--- config.mk ---
export PLATFORM = sky130hd
export DESIGN_NAME = tcr_timer2
export DESIGN_NICKNAME = d
export VERILOG_FILES = /design/src/hdl/tcr_pkg.sv /design/src/hdl/tcr_timer2.sv /design/src/hdl/tcr_phase_gen.sv /design/src/hdl/tcr_edge_sampler.sv
export SDC_FILE = /design/constraint.sdc
export NUM_CORES = 1
export LEC_CHECK = 0
export BUFFER_PORTS_ARGS = -buffer_cell sky130_fd_sc_hd__buf_4
export CAP_MARGIN = 15
export CORE_MARGIN = 2
export CORE_UTILIZATION = 48
export CTS_CLUSTER_DIAMETER = 150
export DETAILED_ROUTE_END_ITERATION = 10
export PLACE_DENSITY = 0.69
export SYNTH_ARGS = -nofsm -noshare
export SYNTH_HDL_FRONTEND = slang
export SYNTH_SLANG_ARGS = --single-unit
--- constraint.sdc ---
create_clock -name pclk -period 4.47 [get_ports pclk]
set_input_delay 1.1175 -clock pclk [delete_from_list [all_inputs] [get_ports pclk]]
set_output_delay 1.1175 -clock pclk [all_outputs]
set_load 0.05 [all_outputs]
--- src/hdl/tcr_pkg.sv ---
// Constants and types shared by the timer two block.
// Assumes one 40 MHz clock that also stands for the oscillator.
package tcr_pkg;

  // ********************************************************
  // Bus shape
  // ********************************************************
  localparam int DATA_W = 32;
  localparam int ADDR_W = 8;

  // ********************************************************
  // Register byte offsets
  // ********************************************************
  localparam logic [7:0] OFS_CTRL   = 8'h00;
  localparam logic [7:0] OFS_MODE   = 8'h04;
  localparam logic [7:0] OFS_COUNT  = 8'h08;
  localparam logic [7:0] OFS_RELOAD = 8'h0C;
  localparam logic [7:0] OFS_STATUS = 8'h10;
  localparam logic [7:0] OFS_MASK   = 8'h14;

  // ********************************************************
  // Field positions
  // ********************************************************
  localparam int CTRL_RUN  = 0;
  localparam int CTRL_SRC  = 1;
  localparam int CTRL_CAP  = 2;
  localparam int CTRL_EXEN = 3;
  localparam int CTRL_RCLK = 4;
  localparam int CTRL_TRANSMIT_CLOCK_SELECT = 5;
  localparam int TMOD_DOWN_COUNT_ENABLE = 0;
  localparam int ST_OVF    = 0;
  localparam int ST_EXF    = 1;

  // ********************************************************
  // Reset values and count constants
  // ********************************************************
  localparam logic [15:0] COUNT_RST  = 16'h0000;
  localparam logic [15:0] RELOAD_RST = 16'h0000;
  localparam logic [15:0] COUNT_TOP  = 16'hFFFF;
  localparam logic [15:0] COUNT_ONE  = 16'h0001;
  localparam logic [1:0]  MASK_RST   = 2'h3;
  localparam logic        DOWN_COUNT_ENABLE_RST   = 1'b0;

  // ********************************************************
  // Timing: one machine cycle is twelve clock periods
  // ********************************************************
  localparam int CLK_PERIOD_NS = 25;
  localparam int OSC_PER_MC    = 12;
  localparam logic [3:0] P_S2P2 = 4'h3;
  localparam logic [3:0] P_S3P1 = 4'h4;
  localparam logic [3:0] P_S5P2 = 4'h9;

  typedef enum logic [1:0] {
    MODE_OFF,
    MODE_RELOAD,
    MODE_CAPTURE,
    MODE_BAUD
  } tcr_mode_t;

endpackage

--- src/hdl/tcr_timer2.sv ---
// Timer two: 16-bit timer/counter with capture, auto-reload and baud.
// Assumes an APB master on pclk and pins synchronous to pclk.
//
// Contract
// 16-bit count of two bytes, timer or event counter by source select.
// Timer mode adds one each machine cycle of twelve clocks.
// Off, baud, auto-reload or capture chosen by run and select bits.
// Counter samples count pin once per cycle; high then low counts.
// Counted edge shows in count at S3P1 of the following cycle.
// Count pin levels must be held at least one machine cycle.
// Capture mode without trigger enable is plain timer, overflow flag.
// Capture with trigger: falling trigger copies count, sets event flag.
// Reset clears down count enable, so reload mode counts up.
// Down enable: trigger pin level picks up or down counting.
// Interrupt request is OR of overflow and event flags; here each flag is first gated by its mask bit.
// Flags stay set until software clears them itself.
// Timer overflow flag is set at S2P2 of the overflow cycle.
// Trigger pin triggers and steers direction; count pin is the source.
// Reload mode loads count from reload on overflow or trigger edge; here a trigger edge reloads only while down count enable is clear.
// Down count wraps to FFFF at reload value; baud exports overflow.
//
// Design decisions made here: the register addresses, the APB slave port and the interrupt mask register.
`timescale 1ns/1ps
module tcr_timer2 (
  // Clock and reset
  input  wire logic                        pclk,
  input  wire logic                        presetn,
  // APB slave
  input  wire logic [tcr_pkg::ADDR_W-1:0]  paddr,
  input  wire logic                        psel,
  input  wire logic                        penable,
  input  wire logic                        pwrite,
  input  wire logic [tcr_pkg::DATA_W-1:0]  pwdata,
  output      logic [tcr_pkg::DATA_W-1:0]  prdata,
  output      logic                        pready,
  output      logic                        pslverr,
  // Pins
  input  wire logic                        external_count_input,
  input  wire logic                        trigger_direction_input,
  // Events
  output      logic                        timer_irq,
  output      logic                        baud_clock_pulse
);
  import tcr_pkg::*;

  typedef struct packed {
    logic [15:0]       count;
    logic [15:0]       reload;
    logic              run;
    logic              cnt_src;
    logic              cap_sel;
    logic              exen;
    logic              rclk;
    logic              transmit_clock_select;
    logic              down_count_enable;
    logic              ovf;
    logic              exf;
    logic [1:0]        mask;
    logic              cnt_pend;
    logic              baud_pulse;
    logic [DATA_W-1:0] rdata;
    logic              slverr;
  } tcr_state_t;

  tcr_state_t        st_ff;
  tcr_state_t        nxt_st;
  tcr_mode_t         mode;
  logic [3:0]        phase;
  logic              sample_en;
  logic              cnt_fall;
  logic              trig_fall;
  logic              trig_level;
  logic              count_down;
  logic              tick;
  logic              wrap;
  logic              setup;
  logic              wr_en;
  logic              hit;
  logic [DATA_W-1:0] rd_word;
  logic              ovf_evt;
  logic              exf_evt;

  // ********************************************************
  // Machine-cycle timing and pin sampling
  // ********************************************************
  tcr_phase_gen #(
    .PHASES (OSC_PER_MC)
  ) u_phase (
    .pclk    (pclk),
    .presetn (presetn),
    .phase   (phase)
  );

  // sample at S5P2
  assign sample_en = (phase == P_S5P2);

  // count pin is the event source
  tcr_edge_sampler u_cnt_pin (
    .pclk      (pclk),
    .presetn   (presetn),
    .sample_en (sample_en),
    .din       (external_count_input),
    .level     (),
    .fall      (cnt_fall)
  );

  // trigger pin gives edges and direction
  tcr_edge_sampler u_trig_pin (
    .pclk      (pclk),
    .presetn   (presetn),
    .sample_en (sample_en),
    .din       (trigger_direction_input),
    .level     (trig_level),
    .fall      (trig_fall)
  );

  // ********************************************************
  // Mode and count step
  // ********************************************************
  // mode decode
  always_comb begin
    if (!st_ff.run) begin
      mode = MODE_OFF;
    end else if (st_ff.rclk | st_ff.transmit_clock_select) begin
      mode = MODE_BAUD;
    end else if (st_ff.cap_sel) begin
      mode = MODE_CAPTURE;
    end else begin
      mode = MODE_RELOAD;
    end
  end

  // direction from trigger level
  assign count_down = (mode == MODE_RELOAD) & st_ff.down_count_enable & ~trig_level;

  // timer steps at S2P2, counter at S3P1 of the next cycle
  assign tick = (mode != MODE_OFF) &
                (st_ff.cnt_src ? (st_ff.cnt_pend & (phase == P_S3P1))
                               : (phase == P_S2P2));

  // down count wraps at the reload value
  assign wrap = count_down ? (st_ff.count == st_ff.reload)
                           : (st_ff.count == COUNT_TOP);

  // ********************************************************
  // APB decode
  // ********************************************************
  assign setup = psel & ~penable;
  assign wr_en = psel & penable & pwrite;

  always_comb begin
    hit     = 1'b1;
    rd_word = '0;
    case (paddr)
      OFS_CTRL: begin
        rd_word[CTRL_RUN]  = st_ff.run;
        rd_word[CTRL_SRC]  = st_ff.cnt_src;
        rd_word[CTRL_CAP]  = st_ff.cap_sel;
        rd_word[CTRL_EXEN] = st_ff.exen;
        rd_word[CTRL_RCLK] = st_ff.rclk;
        rd_word[CTRL_TRANSMIT_CLOCK_SELECT] = st_ff.transmit_clock_select;
      end
      OFS_MODE:   rd_word[TMOD_DOWN_COUNT_ENABLE] = st_ff.down_count_enable;
      OFS_COUNT:  rd_word[15:0] = st_ff.count;
      OFS_RELOAD: rd_word[15:0] = st_ff.reload;
      OFS_STATUS: begin
        rd_word[ST_OVF] = st_ff.ovf;
        rd_word[ST_EXF] = st_ff.exf;
      end
      OFS_MASK:   rd_word[1:0] = st_ff.mask;
      default:    hit = 1'b0;
    endcase
  end

  // ********************************************************
  // Next state
  // ********************************************************
  always_comb begin
    nxt_st            = st_ff;
    nxt_st.baud_pulse = 1'b0;
    ovf_evt           = 1'b0;
    exf_evt           = 1'b0;

    // a counted edge waits for S3P1
    if (mode == MODE_OFF) begin
      nxt_st.cnt_pend = 1'b0;
    end else if (cnt_fall && st_ff.cnt_src) begin
      nxt_st.cnt_pend = 1'b1;
    end else if (tick) begin
      nxt_st.cnt_pend = 1'b0;
    end

    // 16-bit step
    if (tick) begin
      if (wrap) begin
        if (count_down) begin
          nxt_st.count = COUNT_TOP;
        end else if (mode == MODE_CAPTURE) begin
          // capture mode rolls over to zero
          nxt_st.count = COUNT_RST;
        end else begin
          // reload on overflow
          nxt_st.count = st_ff.reload;
        end
        // baud overflow leaves the flag alone
        if (mode == MODE_BAUD) begin
          nxt_st.baud_pulse = 1'b1;
        end else begin
          // flag set with the step
          ovf_evt = 1'b1;
        end
      end else if (count_down) begin
        nxt_st.count = st_ff.count - COUNT_ONE;
      end else begin
        nxt_st.count = st_ff.count + COUNT_ONE;
      end
    end

    // Trigger edges land at phase 10, never on a step phase
    if (trig_fall && st_ff.exen && mode != MODE_OFF) begin
      exf_evt = 1'b1;
      if (mode == MODE_CAPTURE) begin
        // capture count into reload
        nxt_st.reload = st_ff.count;
      end else if (mode == MODE_RELOAD && !st_ff.down_count_enable) begin
        // trigger reload
        nxt_st.count = st_ff.reload;
      end
    end

    if (setup) begin
      nxt_st.rdata  = rd_word;
      nxt_st.slverr = ~hit;
    end

    // Software writes win over a count step in the same cycle
    if (wr_en) begin
      case (paddr)
        OFS_CTRL: begin
          nxt_st.run     = pwdata[CTRL_RUN];
          nxt_st.cnt_src = pwdata[CTRL_SRC];
          nxt_st.cap_sel = pwdata[CTRL_CAP];
          nxt_st.exen    = pwdata[CTRL_EXEN];
          nxt_st.rclk    = pwdata[CTRL_RCLK];
          nxt_st.transmit_clock_select    = pwdata[CTRL_TRANSMIT_CLOCK_SELECT];
        end
        OFS_MODE:   nxt_st.down_count_enable   = pwdata[TMOD_DOWN_COUNT_ENABLE];
        OFS_COUNT:  nxt_st.count  = pwdata[15:0];
        OFS_RELOAD: nxt_st.reload = pwdata[15:0];
        OFS_MASK:   nxt_st.mask   = pwdata[1:0];
        default:    nxt_st.mask   = st_ff.mask;
      endcase
    end

    // only software clears; a new event beats the clear
    nxt_st.ovf = ovf_evt | (st_ff.ovf &
                 ~(wr_en && paddr == OFS_STATUS && pwdata[ST_OVF]));
    nxt_st.exf = exf_evt | (st_ff.exf &
                 ~(wr_en && paddr == OFS_STATUS && pwdata[ST_EXF]));
  end

  always_ff @(posedge pclk or negedge presetn) begin
    if (!presetn) begin
      st_ff      <= '0;
      st_ff.mask <= MASK_RST;
      // count up after reset
      st_ff.down_count_enable <= DOWN_COUNT_ENABLE_RST;
    end else begin
      st_ff <= nxt_st;
    end
  end

  // ********************************************************
  // Outputs
  // ********************************************************
  assign prdata  = st_ff.rdata;
  assign pready  = 1'b1;
  assign pslverr = st_ff.slverr & psel & penable;

  // OR of both flags, gated by mask
  assign timer_irq = |({st_ff.exf, st_ff.ovf} & st_ff.mask);
  assign baud_clock_pulse = st_ff.baud_pulse;
endmodule // tcr_timer2

--- src/hdl/tcr_phase_gen.sv ---
// Machine-cycle phase counter for the timer two block.
// Assumes pclk is the oscillator; phase 0 is the first half of state 1.
`timescale 1ns/1ps
module tcr_phase_gen #(
  parameter int PHASES = tcr_pkg::OSC_PER_MC
) (
  // Clock and reset
  input  wire logic       pclk,
  input  wire logic       presetn,
  // Phase within the machine cycle
  output      logic [3:0] phase
);
  import tcr_pkg::*;

  typedef struct packed {
    logic [3:0] phase;
  } tcr_pg_state_t;

  tcr_pg_state_t st_ff;
  tcr_pg_state_t nxt_st;

  always_comb begin
    nxt_st = st_ff;
    if (st_ff.phase == 4'(PHASES - 1)) begin
      nxt_st.phase = 4'h0;
    end else begin
      nxt_st.phase = st_ff.phase + 4'h1;
    end
  end

  always_ff @(posedge pclk or negedge presetn) begin
    if (!presetn) begin
      st_ff <= '0;
    end else begin
      st_ff <= nxt_st;
    end
  end

  assign phase = st_ff.phase;

endmodule // tcr_phase_gen

--- src/hdl/tcr_edge_sampler.sv ---
// Once-per-machine-cycle pin sampler with falling-edge detect.
// Assumes din is synchronous to pclk and sample_en is a one-cycle strobe.
`timescale 1ns/1ps
module tcr_edge_sampler (
  // Clock and reset
  input  wire logic pclk,
  input  wire logic presetn,
  // Sampling
  input  wire logic sample_en,
  input  wire logic din,
  // Results
  output      logic level,
  output      logic fall
);
  import tcr_pkg::*;

  typedef struct packed {
    logic level;
    logic fall;
  } tcr_es_state_t;

  tcr_es_state_t st_ff;
  tcr_es_state_t nxt_st;

  // Reset sample is low so no false edge follows reset
  always_comb begin
    nxt_st      = st_ff;
    nxt_st.fall = 1'b0;
    if (sample_en) begin
      nxt_st.level = din;
      nxt_st.fall  = st_ff.level & ~din;
    end
  end

  always_ff @(posedge pclk or negedge presetn) begin
    if (!presetn) begin
      st_ff <= '0;
    end else begin
      st_ff <= nxt_st;
    end
  end

  assign level = st_ff.level;
  assign fall  = st_ff.fall;

endmodule // tcr_edge_sampler

## Yosys cells after proc, flatten, opt, wreduce, memory -nomap -nowiden

Index checks and enable logic that the tools add are counted.

| word-level totals | value |
|---|---|
| register bits after elaboration | 70 |
| input port bits | 47 |
| output and inout bits | 36 |
| word-level logic and storage cells | 116 |

| cells by class | value |
|---|---|
| add/subtract/negate cells | 3 |
| equality and inequality tests | 14 |
| multiplexer cells | 37 |
| bitwise gates (word level) | 24 |
| reductions and logical operators | 17 |

Operators by type and width:

| cell | count |
|---|---|
| 16-bit two-way mux | 10 |
| 39-bit two-way mux | 1 |
| 32-bit two-way mux | 1 |
| 10-bit one-hot mux with 2 select lines | 1 |
| 16-bit by 1-bit adder with 16-bit output (second input constant) | 1 |
| 16-bit equality test | 1 |
| 16-bit equality test (second input constant) | 1 |
| 8-bit by 4-bit equality test with 1-bit output (second input constant) | 2 |
| 8-bit by 5-bit equality test with 1-bit output (second input constant) | 2 |
| 1-bit two-way mux | 16 |
| 16-bit by 1-bit subtractor with 16-bit output (second input constant) | 1 |
| 1-bit AND | 13 |
| 4-bit one-hot mux with 3 select lines | 1 |
| 4-bit equality test (second input constant) | 2 |
| 8-bit by 3-bit equality test with 1-bit output (second input constant) | 1 |
| 8-bit zero test | 1 |
| 1-bit logical AND | 7 |
| 1-bit NOT | 7 |
| 2-bit two-way mux | 3 |
| 6-bit two-way mux | 1 |
| 1-bit one-hot mux with 6 select lines | 1 |
| 2-bit AND reduction | 3 |
| 6-bit OR reduction | 1 |
| 1-bit one-hot mux with 5 select lines | 1 |
| 13 further kinds | 16 |

## Longest topological paths before layout

| depth | value |
|---|---|
| depth in word-level cells | 14 |
| gate-level depth with buffers | 17 |
| mapped depth without buffers | 12 |

## Cells and area by module

From an unflattened synthesis, not the netlist that was laid out.

| unflattened totals | value |
|---|---|
| cell total of the unflattened synthesis | 654 |
| area total of the unflattened synthesis | 5241.3 um^2 |

By module, submodules not included:

| module | times used | cells each | area each (um^2) | sequential area each (um^2) |
|---|---|---|---|---|
| tcr_timer2 | 1 | 633 | 4936.0 | 1554.0 |
| tcr_phase_gen | 1 | 13 | 155.1 | 100.1 |
| tcr_edge_sampler | 2 | 4 | 75.1 | 50.0 |

## Worst setup path after synthesis

Ideal clock, no wire load.

| timing | value |
|---|---|
| path type | reg2reg |
| start | reg st_ff[41] (netlist bit) |
| end | reg st_ff[74] (netlist bit) |
| setup time | 0.134 ns |
| arrival time | 4.097 ns |
| slack | 0.239 ns |
| stages on the path, launching flop included | 18 |
| cell sequence | dfrtp_1 -> buf_6 -> or2_1 -> clkbuf_2 -> clkbuf_1 -> nor2_1 -> buf_2 -> clkbuf_1 -> xnor2_1 -> ha_1 -> or4_4 -> or4_1 -> or4_1 -> a22o_1 -> mux2i_1 -> o31ai_1 -> a211oi_1 -> o211ai_1 |

RTL lines:

| what | line | text |
|---|---|---|
| start: declaration | tcr_timer2.sv:65 | `tcr_state_t st_ff;` |
| start signal: assignment | tcr_timer2.sv:269 | `st_ff <= nxt_st;` |

==> results_dict.tcl <==
set metrics [dict create \
    synth_top_area_share 0.324 \
    clock_path_buffers 2 \
    drt-vias-per-instance 6.29 \
    p_leak_nw 2.30 \
    slew-limit-headroom 0.270 \
    postCtsResizedCells 0 \
    postCtsSetupRepairBufs 0 \
    io_buffers 49 \
    fin_crit_sh 0.817 \
    drc_errors 0 \
    cts_tree "done" \
    status "finished, final reports clean" \
    first_iter_violations 429 \
    fp.coreArea_sq_um 10700 \
    period_minus_slack_ns 3.65 \
    numCtsBuffers 9 \
    diodes 0 \
    rsz0062_at_grt "no" \
    ys_top_cells_by_count "83 x nand2_1, 68 x dfrtp_1, 48 x clkbuf_1" \
    ioPinCount 83 \
    timing.hold.worst.class "reg -> reg" \
    tns_ns 0 \
    cp-end-kind "register" \
    firstDrtPassIters 5 \
    cap_violations 0 \
    wl_per_cell_um 19.2 \
    syn2layout_area_growth_pct 7.68 \
    fp-row-count 38 \
    dr_total_vias 4892 \
    floorplan.initialDensity 0.489 \
    fillers 1020 \
    synth.most_common_cell "nand2_1" \
    ys_seq_area_frac 0.334 \
    synth_area_leaders "dfrtp_1 32%, mux2i_1 7.6%, nand2_1 5.9%, buf_4 4.9%, o21ai_0 4.2%" \
    cts_sinks 70 \
    hold_violations 0 \
    grt_pass1_wl_um 24300 \
    critPathMaxFanout 11 \
    clkTransAtPathRegs_ns 0.08 \
    grt-ovfl-total 0 \
    die_x_um 109 \
    max_freq_mhz 274 \
    setup_viol 0 \
    postSynthAreaPerCell_sq_um 8.26 \
    dominantRegCellSynth "dfrtp_1" \
    layout-drive-gt1-share 0.177 \
    gp_congestion 0.971 \
    yosys.cell_types.count 69 \
    finalNonFillerCells 778 \
    worst_pin_slew_ns 1.10 \
    critPathLaunchType "register" \
    crit_required_ns 4.70 \
    clockRootBuffer "clkbuf_8" \
    ant_nets 0 \
    final_nets 684 \
    die_h_um 109 \
    clock_skew_ns 0.00684 \
    peakVddDrop_mv 0.228 \
    path_class "reg -> reg" \
    powerDensity_nw_per_um2 225 \
    antenna_found_initial 0 \
    final_util 0.527 \
    clk_latency_ns 0.36 \
    h-tree-depth 3 \
    dieArea_sq_um 11800 \
    hpwl_um 10600 \
    slew_violations 0 \
    grtUsageTotal 0.265 \
    async_flop_share 1.00 \
    grt_max_degree 71 \
    synth_area_sq_um 5260 \
    postCtsHoldBufs 0 \
    postRouteWirelength_um 14900 \
    grt_pass1_vias 4710 \
    yosys_warnings 0 \
    synthesis.instances 637 \
    synth_area_leader_cell "dfrtp_1" \
    place_inst 761 \
    synth-edff-count 0 \
    ys_ff_latch 70 \
    cp.arrival_ns 3.88 \
]
## path summary, 6_finish.rpt
kind / endpoint / cells past startpoint / from / slack, ns
min: prdata[3]$_DFFE_PN0P_ / 2 / prdata[3]$_DFFE_PN0P_ / 0.49
min in group asynchronous: prdata[7]$_DFFE_PN0P_ / 1 / presetn / 0.87
max: st_ff[74]$_DFF_PN0_ / 13 / st_ff[43]$_DFFE_PN0P_ / 0.82
max in group asynchronous: st_ff[51]$_DFF_PN0_ / 1 / presetn / 3.04
max reg2reg: st_ff[74]$_DFF_PN0_ / 13 / st_ff[43]$_DFFE_PN0P_ / 0.82
min reg2reg: prdata[3]$_DFFE_PN0P_ / 2 / prdata[3]$_DFFE_PN0P_ / 0.49
## registers in the layout, indices dropped and copies added, names as in the netlist
register and cells:
u_trig_pin.level 1, baud_clock_pulse 1, u_phase.phase 4, st_ff 45
prdata 16, u_cnt_pin.fall 1, u_cnt_pin.level 1, u_trig_pin.fall 1
## power by group
part	leakage (nW)	switching, W	internal, W
Sequential	0.836	0.0000238	0.000644
Clock	0.0751	0.000254	0.000204
Combinational	1.39	0.0000980	0.0000497
## placed cells by master, fill, tap and decap left out, types with 11 or more instances in the layout
cell     count
mux2i_1     40
o21ai_0     44
mux2_2      13
nand3_1     16
o31ai_1     19
nand2_1     83
inv_1       11
a21oi_1     34
buf_4       62
nand4_1     14
dfrtp_1     68
nor3_1      15
nor2_1      32
conb_1      17
nor4_1      11
## stage by stage
| step | hold slack, ns | cell area (sq um) | setup WS [ns] | power [W] |
|---|---|---|---|---|
| after floorplan | 0.443 | 5320 | 0.239 | 0.000780 |
| after global placement | 0.459 | 5480 | 0.900 | 0.000823 |
| after detailed placement | 0.471 | 5480 | 0.850 | 0.000827 |
| after CTS | 0.488 | 5650 | 0.833 | 0.00128 |
| after global routing | 0.515 | 5660 | 0.670 | 0.00133 |
| final | 0.486 | 5660 | 0.819 | 0.00127 |
## cell families (layout without fill, tap and decap cells)
logic type | after synthesis | after routing | synth area share
multiplexers | 54 | 54 | 0.108
AND/OR/NAND/NOR | 231 | 231 | 0.223
buffers and inverters | 104 | 90 | 0.103
adder cells (fa/ha/maj) | 4 | 4 | 0.00952
other | 2 | 17 | 0.00143
XOR/XNOR | 9 | 9 | 0.0150
flip-flops | 70 | 70 | 0.334
AO/OA/AOI/OAI | 163 | 163 | 0.206
## area by class of cell
class | instances | area (sq um) | area share
tap | 140 | 175 | 0.0309
multi-input combinational | 478 | 3040 | 0.537
timing repair buffer | 63 | 477 | 0.0842
clock buffer | 10 | 128 | 0.0225
inverter | 11 | 41.3 | 0.00729
clock inverter | 6 | 47.5 | 0.00840
sequential | 70 | 1750 | 0.310
## critical path, cell delays in order, from the launching register on
cell and delay [ns]:
dfrtp_1 0.45, nand4bb_1 0.20, buf_4 0.20, nor2_1 0.15, xnor2_1 0.09, ha_1 0.22, or4_4 0.45, or4_1 0.53
or4_1 0.41, a22o_1 0.23, mux2i_1 0.16, o31ai_1 0.09, a211oi_1 0.21, o211ai_1 0.10
## per-layer routing
metal / GRT usage / share of wire
met2: 0.444 / 0.48
met1: 0.337 / 0.42
met5: 0 / 0
met4: 0.114 / 0.030
met3: 0.0442 / 0.062
Note: power is estimated with default switching activity, not from simulation.
